--- src/logic/ster_pkg.sv ---
// shared constants for the split-transaction error reporting block
package ster_pkg;
  // register byte offsets on the wishbone slave
  localparam logic [7:0] OFS_STAT = 8'h00; // primary status, w1c
  localparam logic [7:0] OFS_SEC = 8'h04; // secondary status, w1c
  localparam logic [7:0] OFS_XSTAT = 8'h08; // extended status, w1c
  localparam logic [7:0] OFS_CTRL = 8'h0C; // control, read/write
  // widths
  localparam int STAT_W = 16; // conventional status register width
  localparam int XSTAT_W = 4; // extended status flags
  localparam int CTRL_W = 5; // control bits
  // conventional status bit positions
  localparam int ST_MDPE = 8; // master data parity error
  localparam int ST_STA = 11; // signaled target-abort
  localparam int ST_RTA = 12; // received target-abort
  localparam int ST_RMA = 13; // received master-abort
  localparam int ST_SSE = 14; // signaled system error
  localparam int ST_DPE = 15; // detected parity error
  // extended status bit positions
  localparam int XS_DISC = 0; // split completion discarded
  localparam int XS_UNEXP = 1; // unexpected split completion
  localparam int XS_SCEM = 2; // received split completion error message
  localparam int XS_NOTE = 3; // aborted request, driver notice
  // control bit positions
  localparam int CT_SERR_EN = 0; // system error pin enable
  localparam int CT_BRIDGE = 1; // device behaves as a bridge
  localparam int CT_NOTIFY = 2; // driver notice path usable
  localparam int CT_EARLY_TA = 3; // target-abort on late parity error
  localparam int CT_ANY_TAG = 4; // claim completions ignoring the tag
  // reset values
  localparam logic [CTRL_W-1:0] CTRL_RST = 5'h00;
  localparam logic [31:0] DAT_ZERO = 32'h00000000;
  // split completion message classes and indexes
  localparam logic [3:0] MSG_CLS1 = 4'h1;
  localparam logic [3:0] MSG_CLS2 = 4'h2;
  localparam logic [7:0] MSG_IDX_MA = 8'h00;
  localparam logic [7:0] MSG_IDX_TA = 8'h01;
  localparam logic [7:0] MSG_IDX_WPE = 8'h02;
  localparam logic [7:0] MSG_IDX_SWPE = 8'h01;
endpackage

--- src/logic/ster_sticky.sv ---
// bank of sticky status flags, set by hardware, cleared by write-one
`timescale 1ns/10ps
module ster_sticky #(
  parameter int W = 16
) (
  // clock and control
  input wire logic clk_i,
  input wire logic rst_i,
  input wire logic ce_i,
  // set and clear strobes, one bit per flag
  input wire logic [W-1:0] set_i,
  input wire logic [W-1:0] clr_i,
  // flag values
  output logic [W-1:0] q_o
);
  logic [W-1:0] q_q; // flag storage
  logic [W-1:0] q_d; // next flag values

  // per flag: a set in the clearing cycle wins, so no event is lost
  for (genvar b = 0; b < W; b++) begin : g_bit
    always_comb begin
      q_d[b] = set_i[b] | (q_q[b] & ~clr_i[b]);
    end
  end

  // register the flags; clock enable freezes them
  always_ff @(posedge clk_i) begin
    if (rst_i) begin
      q_q <= '0;
    end else if (ce_i) begin
      q_q <= q_d;
    end
  end

  assign q_o = q_q;
endmodule

--- src/logic/ster_msg_dec.sv ---
// decodes a received split completion error message into status bits
`timescale 1ns/10ps
module ster_msg_dec (
  // message fields
  input wire logic [3:0] cls_i,
  input wire logic [7:0] idx_i,
  // status bits to set
  output logic rma_o,
  output logic rta_o,
  output logic mdpe_o
);
  import ster_pkg::*;

  // only the classes and indexes with a standard meaning map to bits;
  // byte count and device-specific messages set nothing here
  always_comb begin
    rma_o = 1'b0;
    rta_o = 1'b0;
    mdpe_o = 1'b0;
    if (cls_i == MSG_CLS1) begin
      rma_o = (idx_i == MSG_IDX_MA);
      rta_o = (idx_i == MSG_IDX_TA);
      mdpe_o = (idx_i == MSG_IDX_WPE);
    end else if (cls_i == MSG_CLS2) begin
      mdpe_o = (idx_i == MSG_IDX_SWPE);
    end
  end
endmodule

--- src/logic/ster_top.sv ---
// error detection and status reporting for a split-transaction bus agent
`timescale 1ns/10ps
module ster_top (
  // clock, reset and clock enable
  input wire logic clk_i,
  input wire logic rst_i,
  input wire logic ce_i,
  // wishbone slave
  input wire logic wb_cyc_i,
  input wire logic wb_stb_i,
  input wire logic wb_we_i,
  input wire logic [7:0] wb_adr_i,
  input wire logic [3:0] wb_sel_i,
  input wire logic [31:0] wb_dat_i,
  output logic [31:0] wb_dat_o,
  output logic wb_ack_o,
  // abort seen on a transaction this agent initiated
  input wire logic init_abort_i,
  input wire logic init_ta_i,
  input wire logic init_benign_i,
  input wire logic init_is_sc_i,
  input wire logic sc_risk_i,
  input wire logic sc_side_eff_i,
  // target side parity checks
  input wire logic addr_perr_i,
  input wire logic attr_perr_i,
  input wire logic devsel_early_i,
  input wire logic split_resp_i,
  output logic tgt_abort_o,
  output logic req_drop_o,
  // completer dword write and execution faults
  input wire logic dw_perr_i,
  input wire logic dw_split_i,
  input wire logic exec_fault_i,
  input wire logic [3:0] exec_cls_i,
  input wire logic [7:0] exec_idx_i,
  output logic scm_req_o,
  output logic [3:0] scm_cls_o,
  output logic [7:0] scm_idx_o,
  // incoming split completion
  input wire logic sc_start_i,
  input wire logic sc_tag_hit_i,
  input wire logic sc_inv_i,
  input wire logic sc_last_i,
  input wire logic sc_rx_perr_i,
  output logic sc_claim_o,
  output logic sc_discard_o,
  // incoming or forwarded split completion message
  input wire logic msg_rx_i,
  input wire logic msg_err_i,
  input wire logic [3:0] msg_cls_i,
  input wire logic [7:0] msg_idx_i,
  input wire logic msg_on_sec_i,
  input wire logic msg_fwd_i,
  // open-drain error pins, enable high while driving low
  output logic serr_n_o,
  output logic serr_oe_o,
  output logic perr_n_o,
  output logic perr_oe_o
);
  import ster_pkg::*;

  // completion absorb states, one-hot
  typedef enum logic [1:0] {
    SC_IDLE = 2'b01,
    SC_DROP = 2'b10
  } ster_sc_e;

  ster_sc_e sc_q, sc_d; // absorb state
  logic [CTRL_W-1:0] ctrl_q, ctrl_d; // control register
  logic ack_q, ack_d; // bus acknowledge
  logic [31:0] dat_q, dat_d; // read data
  logic serr_q, serr_d; // system error pin drive
  logic serr_n_q, serr_n_d; // low-true copy, so the pin leaves a flop
  logic perr_q, perr_d; // parity error pin drive
  logic perr_n_q, perr_n_d; // low-true copy, so the pin leaves a flop
  logic ta_q, ta_d; // target-abort request
  logic drop_q, drop_d; // request drop pulse
  logic claim_q, claim_d; // completion claim
  logic scm_q, scm_d; // message send request
  logic [3:0] cls_q, cls_d; // message class
  logic [7:0] idx_q, idx_d; // message index
  logic pend_q, pend_d; // execution fault waiting to be sent
  logic [3:0] pcls_q, pcls_d; // waiting class
  logic [7:0] pidx_q, pidx_d; // waiting index

  logic [STAT_W-1:0] stat_q, sec_q; // conventional status flags
  logic [XSTAT_W-1:0] xs_q; // extended flags
  logic [STAT_W-1:0] stat_set, sec_set, stat_clr, sec_clr;
  logic [XSTAT_W-1:0] xs_set, xs_clr;
  logic [31:0] wmask; // byte lanes of the write
  logic acc; // bus access taken this cycle
  logic wr; // write taken this cycle
  logic serr_en; // system error pin allowed
  logic bridge; // bridge behaviour selected
  logic m_rma, m_rta, m_mdpe; // decoded message bits
  logic sc_bad; // claimed completion must be discarded
  logic sc_claimed; // completion claimed this cycle
  logic ab_own; // abort on a non-completion request
  logic ab_sc; // abort on a completion we sent
  logic sc_disc; // aborted completion must be flagged
  logic serr_ev; // any cause for a system error
  logic unexp; // unexpected completion finished

  assign serr_en = ctrl_q[CT_SERR_EN];
  assign bridge = ctrl_q[CT_BRIDGE];
  assign acc = wb_cyc_i & wb_stb_i & ~ack_q;
  assign wr = acc & wb_we_i;
  assign wmask = {{8{wb_sel_i[3]}}, {8{wb_sel_i[2]}},
                  {8{wb_sel_i[1]}}, {8{wb_sel_i[0]}}};

  // message decoder shared by the primary and secondary status paths
  ster_msg_dec u_dec (
    .cls_i(msg_cls_i),
    .idx_i(msg_idx_i),
    .rma_o(m_rma),
    .rta_o(m_rta),
    .mdpe_o(m_mdpe)
  );

  // event classification
  always_comb begin
    ab_own = init_abort_i & ~init_is_sc_i;
    ab_sc = init_abort_i & init_is_sc_i;
    // low risk, side-effect free completions are dropped quietly
    sc_disc = ab_sc & (sc_risk_i | sc_side_eff_i);
    // claim when the tag matches, or always if so configured
    sc_claimed = sc_start_i & (sc_tag_hit_i | ctrl_q[CT_ANY_TAG]);
    // unknown tag, or known tag with a bad address or count
    sc_bad = sc_claimed & (~sc_tag_hit_i | sc_inv_i);
    // benign master-aborts still raise nothing on the pin
    serr_ev = (ab_own & ~init_benign_i & ~ctrl_q[CT_NOTIFY])
            | addr_perr_i | attr_perr_i
            | sc_disc;
  end

  // absorb state: the whole completion is taken, then dropped
  always_comb begin
    sc_d = sc_q;
    unexp = 1'b0;
    unique case (sc_q)
      SC_IDLE: begin
        if (sc_bad) begin
          // a single data phase finishes at once
          if (sc_last_i) begin
            unexp = 1'b1;
          end else begin
            sc_d = SC_DROP;
          end
        end
      end
      SC_DROP: begin
        if (sc_last_i) begin
          unexp = 1'b1;
          sc_d = SC_IDLE;
        end
      end
      default: begin
        sc_d = SC_IDLE;
      end
    endcase
  end

  // status set vectors for both interfaces and the extended flags
  always_comb begin
    stat_set = '0;
    sec_set = '0;
    xs_set = '0;
    // own aborts update received bits; completions never do
    stat_set[ST_RMA] = ab_own & ~init_ta_i;
    stat_set[ST_RTA] = ab_own & init_ta_i;
    xs_set[XS_NOTE] = ab_own & ~init_benign_i & ctrl_q[CT_NOTIFY];
    // parity errors seen by this agent's checkers
    stat_set[ST_DPE] = addr_perr_i | attr_perr_i | dw_perr_i
                     | sc_rx_perr_i;
    stat_set[ST_MDPE] = sc_rx_perr_i;
    stat_set[ST_SSE] = serr_ev & serr_en;
    // a target-abort signalled on a late parity error
    stat_set[ST_STA] = ta_d;
    xs_set[XS_DISC] = sc_disc;
    xs_set[XS_UNEXP] = unexp;
    if (msg_rx_i) begin
      if (!bridge) begin
        xs_set[XS_SCEM] = msg_err_i;
        stat_set[ST_RMA] = stat_set[ST_RMA] | m_rma;
        stat_set[ST_RTA] = stat_set[ST_RTA] | m_rta;
        stat_set[ST_MDPE] = stat_set[ST_MDPE] | m_mdpe;
      end else if (msg_on_sec_i) begin
        // arrived on the secondary side
        sec_set[ST_RMA] = m_rma;
        sec_set[ST_RTA] = m_rta;
        sec_set[ST_MDPE] = m_mdpe;
        // forwarded upstream: signaled abort on the primary side
        stat_set[ST_STA] = stat_set[ST_STA] | (msg_fwd_i & m_rta);
      end else begin
        stat_set[ST_RMA] = stat_set[ST_RMA] | m_rma;
        stat_set[ST_RTA] = stat_set[ST_RTA] | m_rta;
        stat_set[ST_MDPE] = stat_set[ST_MDPE] | m_mdpe;
        sec_set[ST_STA] = msg_fwd_i & m_rta;
      end
    end
  end

  // write-one-to-clear strobes from the bus
  always_comb begin
    stat_clr = '0;
    sec_clr = '0;
    xs_clr = '0;
    ctrl_d = ctrl_q;
    if (wr) begin
      unique case (wb_adr_i)
        OFS_STAT: stat_clr = wb_dat_i[STAT_W-1:0] & wmask[STAT_W-1:0];
        OFS_SEC: sec_clr = wb_dat_i[STAT_W-1:0] & wmask[STAT_W-1:0];
        OFS_XSTAT: xs_clr = wb_dat_i[XSTAT_W-1:0] & wmask[XSTAT_W-1:0];
        OFS_CTRL: begin
          if (wb_sel_i[0]) begin
            ctrl_d = wb_dat_i[CTRL_W-1:0];
          end
        end
        default: begin
          // unmapped: write ignored, still acknowledged
        end
      endcase
    end
  end

  // flags stay until software clears them
  ster_sticky #(.W(STAT_W)) u_stat (
    .clk_i(clk_i),
    .rst_i(rst_i),
    .ce_i(ce_i),
    .set_i(stat_set),
    .clr_i(stat_clr),
    .q_o(stat_q)
  );
  ster_sticky #(.W(STAT_W)) u_sec (
    .clk_i(clk_i),
    .rst_i(rst_i),
    .ce_i(ce_i),
    .set_i(sec_set),
    .clr_i(sec_clr),
    .q_o(sec_q)
  );
  ster_sticky #(.W(XSTAT_W)) u_xs (
    .clk_i(clk_i),
    .rst_i(rst_i),
    .ce_i(ce_i),
    .set_i(xs_set),
    .clr_i(xs_clr),
    .q_o(xs_q)
  );

  // bus answer: one wait state, unmapped reads return zero
  always_comb begin
    ack_d = acc;
    dat_d = DAT_ZERO;
    if (acc && !wb_we_i) begin
      unique case (wb_adr_i)
        OFS_STAT: dat_d[STAT_W-1:0] = stat_q;
        OFS_SEC: dat_d[STAT_W-1:0] = sec_q;
        OFS_XSTAT: dat_d[XSTAT_W-1:0] = xs_q;
        OFS_CTRL: dat_d[CTRL_W-1:0] = ctrl_q;
        default: dat_d = DAT_ZERO;
      endcase
    end
  end

  // pins and bus-facing pulses
  always_comb begin
    // the pin only moves while reporting is enabled
    serr_d = serr_ev & serr_en;
    serr_n_d = ~serr_d;
    // the check may come before or after the split response
    perr_d = dw_perr_i | sc_rx_perr_i;
    perr_n_d = ~perr_d;
    // late parity error after devsel: abort only if chosen
    ta_d = (addr_perr_i | attr_perr_i) & devsel_early_i
         & ctrl_q[CT_EARLY_TA];
    // a split attribute error cannot be routed back, so drop it
    drop_d = attr_perr_i & split_resp_i;
    claim_d = sc_claimed;
  end

  // message sender; a write parity error outranks a queued fault, which waits
  // while write parity errors hold the slot; a new fault arriving meanwhile overwrites it
  always_comb begin
    scm_d = 1'b0;
    cls_d = cls_q;
    idx_d = idx_q;
    pend_d = pend_q;
    pcls_d = pcls_q;
    pidx_d = pidx_q;
    if (exec_fault_i) begin
      pend_d = 1'b1;
      pcls_d = exec_cls_i;
      pidx_d = exec_idx_i;
    end
    if (dw_perr_i && dw_split_i) begin
      scm_d = 1'b1;
      cls_d = MSG_CLS2;
      idx_d = MSG_IDX_SWPE;
    end else if (pend_q) begin
      scm_d = 1'b1;
      cls_d = pcls_q;
      idx_d = pidx_q;
      pend_d = exec_fault_i;
    end else if (exec_fault_i) begin
      // nothing competes for the slot: send the fault at once
      scm_d = 1'b1;
      cls_d = exec_cls_i;
      idx_d = exec_idx_i;
      pend_d = 1'b0;
    end
  end

  // all state registers except the sticky flag banks; clock enable freezes everything
  always_ff @(posedge clk_i) begin
    if (rst_i) begin
      sc_q <= SC_IDLE;
      ctrl_q <= CTRL_RST;
      ack_q <= 1'b0;
      dat_q <= DAT_ZERO;
      serr_q <= 1'b0;
      serr_n_q <= 1'b1;
      perr_q <= 1'b0;
      perr_n_q <= 1'b1;
      ta_q <= 1'b0;
      drop_q <= 1'b0;
      claim_q <= 1'b0;
      scm_q <= 1'b0;
      cls_q <= 4'h0;
      idx_q <= 8'h00;
      pend_q <= 1'b0;
      pcls_q <= 4'h0;
      pidx_q <= 8'h00;
    end else if (ce_i) begin
      sc_q <= sc_d;
      ctrl_q <= ctrl_d;
      ack_q <= ack_d;
      dat_q <= dat_d;
      serr_q <= serr_d;
      serr_n_q <= serr_n_d;
      perr_q <= perr_d;
      perr_n_q <= perr_n_d;
      ta_q <= ta_d;
      drop_q <= drop_d;
      claim_q <= claim_d;
      scm_q <= scm_d;
      cls_q <= cls_d;
      idx_q <= idx_d;
      pend_q <= pend_d;
      pcls_q <= pcls_d;
      pidx_q <= pidx_d;
    end
  end

  // outputs straight from flops
  assign wb_ack_o = ack_q;
  assign wb_dat_o = dat_q;
  assign serr_n_o = serr_n_q;
  assign serr_oe_o = serr_q;
  assign perr_n_o = perr_n_q;
  assign perr_oe_o = perr_q;
  assign tgt_abort_o = ta_q;
  assign req_drop_o = drop_q;
  assign sc_claim_o = claim_q;
  // the one-hot bit of the drop state, no decode after the flop
  assign sc_discard_o = sc_q[1];
  assign scm_req_o = scm_q;
  assign scm_cls_o = cls_q;
  assign scm_idx_o = idx_q;
endmodule

--- config.mk ---
export PLATFORM = sky130hd
export DESIGN_NAME = ster_top
export DESIGN_NICKNAME = d
export VERILOG_FILES = /design/src/logic/ster_pkg.sv /design/src/logic/ster_sticky.sv /design/src/logic/ster_msg_dec.sv /design/src/logic/ster_top.sv
export SDC_FILE = /design/constraint.sdc
export NUM_CORES = 1
export LEC_CHECK = 0
export ABC_AREA = 1
export BUFFER_PORTS_ARGS = -buffer_cell sky130_fd_sc_hd__buf_2
export CAP_MARGIN = 40
export CORE_UTILIZATION = 50
export DETAILED_ROUTE_END_ITERATION = 12
export GPL_TIMING_DRIVEN = 1
export PLACE_DENSITY_LB_ADDON = 0.05
export REMOVE_ABC_BUFFERS = 1
export SLEW_MARGIN = 15
export SYNTH_ARGS = -nofsm -noshare
export SYNTH_HDL_FRONTEND = slang
export SYNTH_SLANG_ARGS = --single-unit
export TNS_END_PERCENT = 30
--- constraint.sdc ---
create_clock -name clk_i -period 1.4 [get_ports clk_i]
set_input_delay 0 -clock clk_i [delete_from_list [all_inputs] [get_ports clk_i]]
set_output_delay 0 -clock clk_i [all_outputs]
set_load 0.01 [all_outputs]
==> results.cfg, run 1 <==
[synth]
synth_area_per_cell_sq_um = 6.968
synth_cells = 620
ys_seq_area_share_pct = 43.09
synth_cell_type_count = 33
ys.flop_type = dfxtp_1
synth-edff-count = 0
synthArstFlopShare_pct = 0
synthesis.area_sq_um = 4320
ys_ff_latch = 93
synth_warnings = 0

[setup_path]
critPathRequiredTime_ns = 1.69
crit_chain = inv_1 -> nand3_2 -> nor2_4 -> nand3_4 -> nor2_4 -> buf_4 -> nor2_1 -> a211oi_2
reg2reg_depth = 8
cp.arrival_ns = 1.69
crit_top_cell = nor2_4
slowest_stage = dfxtp_2
r2r-start = wb_ack_o
max_stage_delay_ns = 0.33
end_kind = flop
critical-path-top-delay-family = simple AND/OR/NAND/NOR gates
cp-start-kind = flop
r2r-end = ctrl_q[3]
path_buf_inv = 2
r2r_slack_ns = -0.004
critPathMaxFanout = 8
timing_worst_setup_path_type = flop to flop

[floorplanning]
die_x_um = 94.96
dieArea_sq_um = 9016
initial_core_util_pct = 52.06
die_h_um = 94.96
ios = 150
num_rows = 33
core_sq_um = 8299

[grt]
grt_pass1_wl_um = 17880
grt-ovfl-total = 0
track_usage_pct = 25.71
antenna_found_initial = 1
grt_pass1_vias = 3919
grt_max_degree = 61

[layout]
fin_cells = 890
layout.nets = 877
drive_gt1_share_pct = 24.23
fin_area_sq_um = 5728
area_delta_synth_final_pct = 32.58

[sta]
hold_violations = 0
worst_slack_ns = -0.003515
grt_setup_unrepaired = true
fin_crit_ns = 1.404
setup-tns-final_ns = -0.003515
slew_violations = 0
clock_skew_ns = 0.01307
fin_crit_sh_pct = 100.3
max_freq_mhz = 712.5
finalSetupViolCount = 1

[min_path]
holdPathEnd = u_stat.q_o[4]
hold_depth = 4
hp-class = input port to flop
hold_start = wb_dat_i[4]

[place]
dp_hpwl_um = 7545
place_inst = 826
place_congestion = 0.7900
io_buffer_count = 115
place_area_sq_um = 4980

[cts]
clock_sinks = 93
cts_buffer_depth = 2
cts_tree = yes
numCtsBuffers = 9
cts_htree_levels = 3
clk_latency_ns = 0.36
cts-root-buf = clkbuf_8
clk_pin_slew_ns = 0.10

[run_status]
violations = negative setup slack
outcome = finished, violations left

[power_and_ir_drop]
p_leak_nw = 2.573
ir_drop_v = 0.0005060
power_density_nw_per_um2 = 916.6

[detailed_routing]
ant_nets = 0
drt_iter0_drc = 145
drc = 0
wl_per_cell_um = 13.01
vias_per_cell = 4.993
drt-pass1-iter-count = 5
totalWireLength_um = 11580
dr_total_vias = 4444

[job]
cap_viol_max_count = 0
worst max-delay path by stage:
stage               startpoint        endpoint  slack (ns)  cells after the start
floorplan               pend_q    scm_cls_o[1]       -0.43                      5
global placement      wb_ack_o  u_stat.q_o[13]        0.06                      8
detailed placement    wb_ack_o   u_stat.q_o[8]        0.01                      8
CTS                   wb_ack_o       ctrl_q[1]       0.007                      8
global route          wb_ack_o       ctrl_q[3]       -0.11                      8
finish                wb_ack_o       ctrl_q[3]      -0.004                      8
layout make-up:
type	instances	area (sq um)
tap	105	131.4
clock inverter	6	53.80
inverter	63	242.7
timing repair inverter	1	7.507
clock buffer	10	137.6
sequential	93	1864
timing repair buffer	175	1201
fill	729	2571
multi-input combinational	436	2087
antenna	1	2.502
routing by layer:
metal	track usage (%)	share of wire [%]	up-vias	wire, um
met1	32.47	45	2015	5239
met3	3.704	5.8	6	674
met5	0	0	-	0
li1	-	-	2277	-
met4	8.333	0.79	0	92
met2	44.78	48	146	5575
state kept, by name, summed over array words and instances, names as in the netlist, 2 cells and up:
name / flops
pidx_q: 8
u_stat.q_o: 16
u_sec.q_o: 16
ctrl_q: 5
scm_idx_o: 8
scm_cls_o: 4
pcls_q: 4
wb_dat_o: 16
u_xs.q_o: 4
sc_q: 2
repair_timing:
item	4_1_cts	5_1_grt
pin swaps	0	8
cloned	0	3
endpoints found under the setup margin	5	29
hold buffers	36	0
hold endpoints to repair	39	0
buffers inserted	0	8
resized for setup	2	20
where the power goes:
part	leakage [nW]	total [mW]	switching (mW)	internal, mW
Combinational	1.72	0.736	0.403	0.333
Clock	0.0954	1.76	1.03	0.727
Sequential	0.757	2.76	0.0386	2.72
kinds of logic (layout without fill, tap and decap cells):
family	after synthesis	in the layout	share of synthesized area, %
buffers and inverters	106	255	11.53
DFF	93	93	43.09
other	1	17	0.08680
and+or+nand+nor	294	294	29.25
AOI/OAI and AO/OA	124	124	15.46
adders and majority gates	2	2	0.5791
cells in the final DEF (no fill, tap or decap), types with 3 or more instances in the layout:
master	instances
a211oi_1	8
a21oi_1	61
buf_12	4
buf_2	115
buf_4	18
clkbuf_8	10
clkinvlp_4	3
conb_1	16
dfxtp_1	91
dlygate4sd3_1	36
inv_1	56
inv_2	5
nand2_1	139
nand3_1	35
nand4_1	7
nor2_1	82
nor2_2	3
nor2_4	6
nor3_1	10
o21a_1	3
o21ai_0	40
o21ai_1	3
cells in the mapped netlist, types with 2 or more instances:
cell	instances	area share (%)
nand2_1	139	12
dfxtp_1	93	43
nor2_1	83	7.2
a21oi_1	63	7.3
inv_1	58	5.0
o21ai_0	41	4.7
nand3_1	37	4.3
buf_4	23	4.0
clkbuf_1	15	1.3
nor3_1	13	1.5
a211oi_1	8	1.4
nand4_1	7	1.0
nor2_4	5	1.3
inv_2	4	0.35
o21ai_1	4	0.46
buf_2	3	0.35
nor2_2	3	0.43
o21a_1	3	0.52
a211oi_2	2	0.58
a31oi_1	2	0.29
ha_1	2	0.58
per-stage QoR:
step                utilization, %  hold slack, ns  total power [mW]  worst slack, ns
floorplan                        -         0.06907             3.099          -0.4324
global placement             60.00          0.2590             3.399          0.06333
detailed placement           60.00          0.2720             3.411          0.01163
CTS                          66.71        0.004135             5.214         0.006950
global route                 69.02        0.004886             5.478          -0.1077
finish                       69.02        0.009408             5.250        -0.003515
tightest hold or removal path, delay by kind of cell:
kind	cells	cell delay [ns]
simple gates	1	0.12
buf+inv	2	0.13
compound gates	1	0.07
(Power assumes the default switching activity.)
==> inputs of run 2 (changes only) <==
--- a/config.mk
+++ b/config.mk
@@ -8,10 +8,11 @@
 export ABC_AREA = 1
 export BUFFER_PORTS_ARGS = -buffer_cell sky130_fd_sc_hd__buf_2
 export CAP_MARGIN = 40
+export CORE_MARGIN = 5
 export CORE_UTILIZATION = 50
 export DETAILED_ROUTE_END_ITERATION = 12
 export GPL_TIMING_DRIVEN = 1
-export PLACE_DENSITY_LB_ADDON = 0.05
+export PLACE_DENSITY = 0.89
 export REMOVE_ABC_BUFFERS = 1
 export SLEW_MARGIN = 15
 export SYNTH_ARGS = -nofsm -noshare
==> results.cfg, run 2 (synthesis results as in run 1) <==
[run_status]
outcome = completed

[setup_path]
slowest_stage = dlygate4sd3_1
startpoint = ctrl_q[4]
r2r-start = ctrl_q[4]
path_buf_inv = 1
critPathRequiredTime_ns = 1.66
max_stage_delay_ns = 0.55
end_kind = flop
r2r_slack_ns = 0.06
crit_top_cell = nor2_1
cp-start-kind = flop
crit_cells = 4
reg2reg_depth = 4
crit_chain = o21a_1 -> dlygate4sd3_1 -> nor2_1 -> nor2_1
timing_worst_setup_path_type = flop to flop
cp.arrival_ns = 1.61
critical-path-top-delay-family = buffers and inverters
critPathMaxFanout = 3
r2r-end = sc_claim_o
endpoint = sc_claim_o

[sta]
fin_crit_ns = 1.344
max_freq_mhz = 744.2
clock_skew_ns = 0.009388
finalSetupViolCount = 0
hold_violations = 0
grt_setup_unrepaired = true
slew_violations = 0
fin_crit_sh_pct = 95.98
timing.hold.ws_ns = 0.02164

[grt]
grt_max_degree = 61
grt_pass1_wl_um = 19950
antenna_found_initial = 1
grt_pass1_vias = 4422
track_usage_pct = 23.76
grt-ovfl-total = 0

[min_path]
hold_depth = 4
hold_start = wb_dat_i[4]
hp-class = input port to flop

[job]
cap_viol_max_count = 0

[detailed_routing]
drc = 0
dr_total_vias = 4670
drt_iter0_drc = 207
totalWireLength_um = 12810
ant_nets = 0
drt-pass1-iter-count = 6
wl_per_cell_um = 14.33
vias_per_cell = 5.224

[place]
place_congestion = 0.8553
dp_hpwl_um = 8612
place_inst = 831
io_buffer_count = 115

[floorplanning]
die_x_um = 103.0
die_h_um = 103.0
core_sq_um = 8551
initial_core_util_pct = 50.53
dieArea_sq_um = 10600
ios = 150
num_rows = 34

[power_and_ir_drop]
p_leak_nw = 2.564
total_power_mw = 5.356
ir_drop_v = 0.0007250
power_density_nw_per_um2 = 944.4

[layout]
post-route-util_pct = 66.33
fill_cells = 720
layout_commonest_cell = nand2_1
register_area_sq_um = 1864
multi_input_area_sq_um = 2031
area_delta_synth_final_pct = 31.28
fin_cells = 894
drive_gt1_share_pct = 22.52
layout.nets = 879
final_cell_mix = nand2_1, buf_2, dfxtp_1
antenna_cells = 0

[cts]
cts-root-buf = clkbuf_8
cts_tree = yes
numCtsBuffers = 9
clk_latency_ns = 0.37
clock_sinks = 93
cts_buffer_depth = 2
clk_pin_slew_ns = 0.09
cts_htree_levels = 3
## run 2: metrics by stage
step	worst slack (ns)	setup TNS (ns)	area [sq um]
after floorplan	-0.4324	-4.636	4118
after global placement	0.06909	0	4974
after detailed placement	-0.01826	-0.01826	4974
after CTS	0.01296	0	5610
after global routing	-0.02101	-0.05921	5672
final	0.05625	0	5672
## run 2: final cells by class
cell class | instances | area share (%)
inverter | 63 | 4.258
clock inverter | 6 | 1.213
timing repair buffer | 178 | 21.05
sequential | 93 | 32.87
tap | 108 | 2.383
clock buffer | 10 | 2.427
multi-input combinational | 436 | 35.80
## run 2: worst register-to-register path, cell delays in order (launching register included)
cell	delay, ns
dfxtp_2	0.36
o21a_1	0.20
dlygate4sd3_1	0.55
nor2_1	0.08
nor2_1	0.05
## run 2: what timing repair did
item,4_1_cts,5_1_grt
buffers inserted,0,4
hold endpoints to repair,44,0
setup endpoints to repair,3,40
pin swaps,0,4
hold buffers,43,0
resized for setup,1,8
## run 2: routing by layer
layer,wire [um],GRT usage [%],up-vias
met2,6501,43.12,216
met3,1191,6.157,43
met5,11,0,-
met4,345,9.462,2
met1,4757,26.29,2126
li1,-,-,2283
## run 2: how the worst min path moves through the flow
stage	end	slack, ns
after floorplan	ctrl_q[4]	0.07
after global placement	req_drop_o	0.25
after detailed placement	req_drop_o	0.27
after CTS	u_stat.q_o[4]	0.003
after global routing	u_stat.q_o[4]	0.03
final	u_stat.q_o[4]	0.02
## run 2: power by group
group	switching [mW]	leakage [nW]	internal, mW
logic	0.400	1.70	0.316
clock network	0.995	0.103	0.887
registers	0.0416	0.757	2.72
total	1.44	2.56	3.92
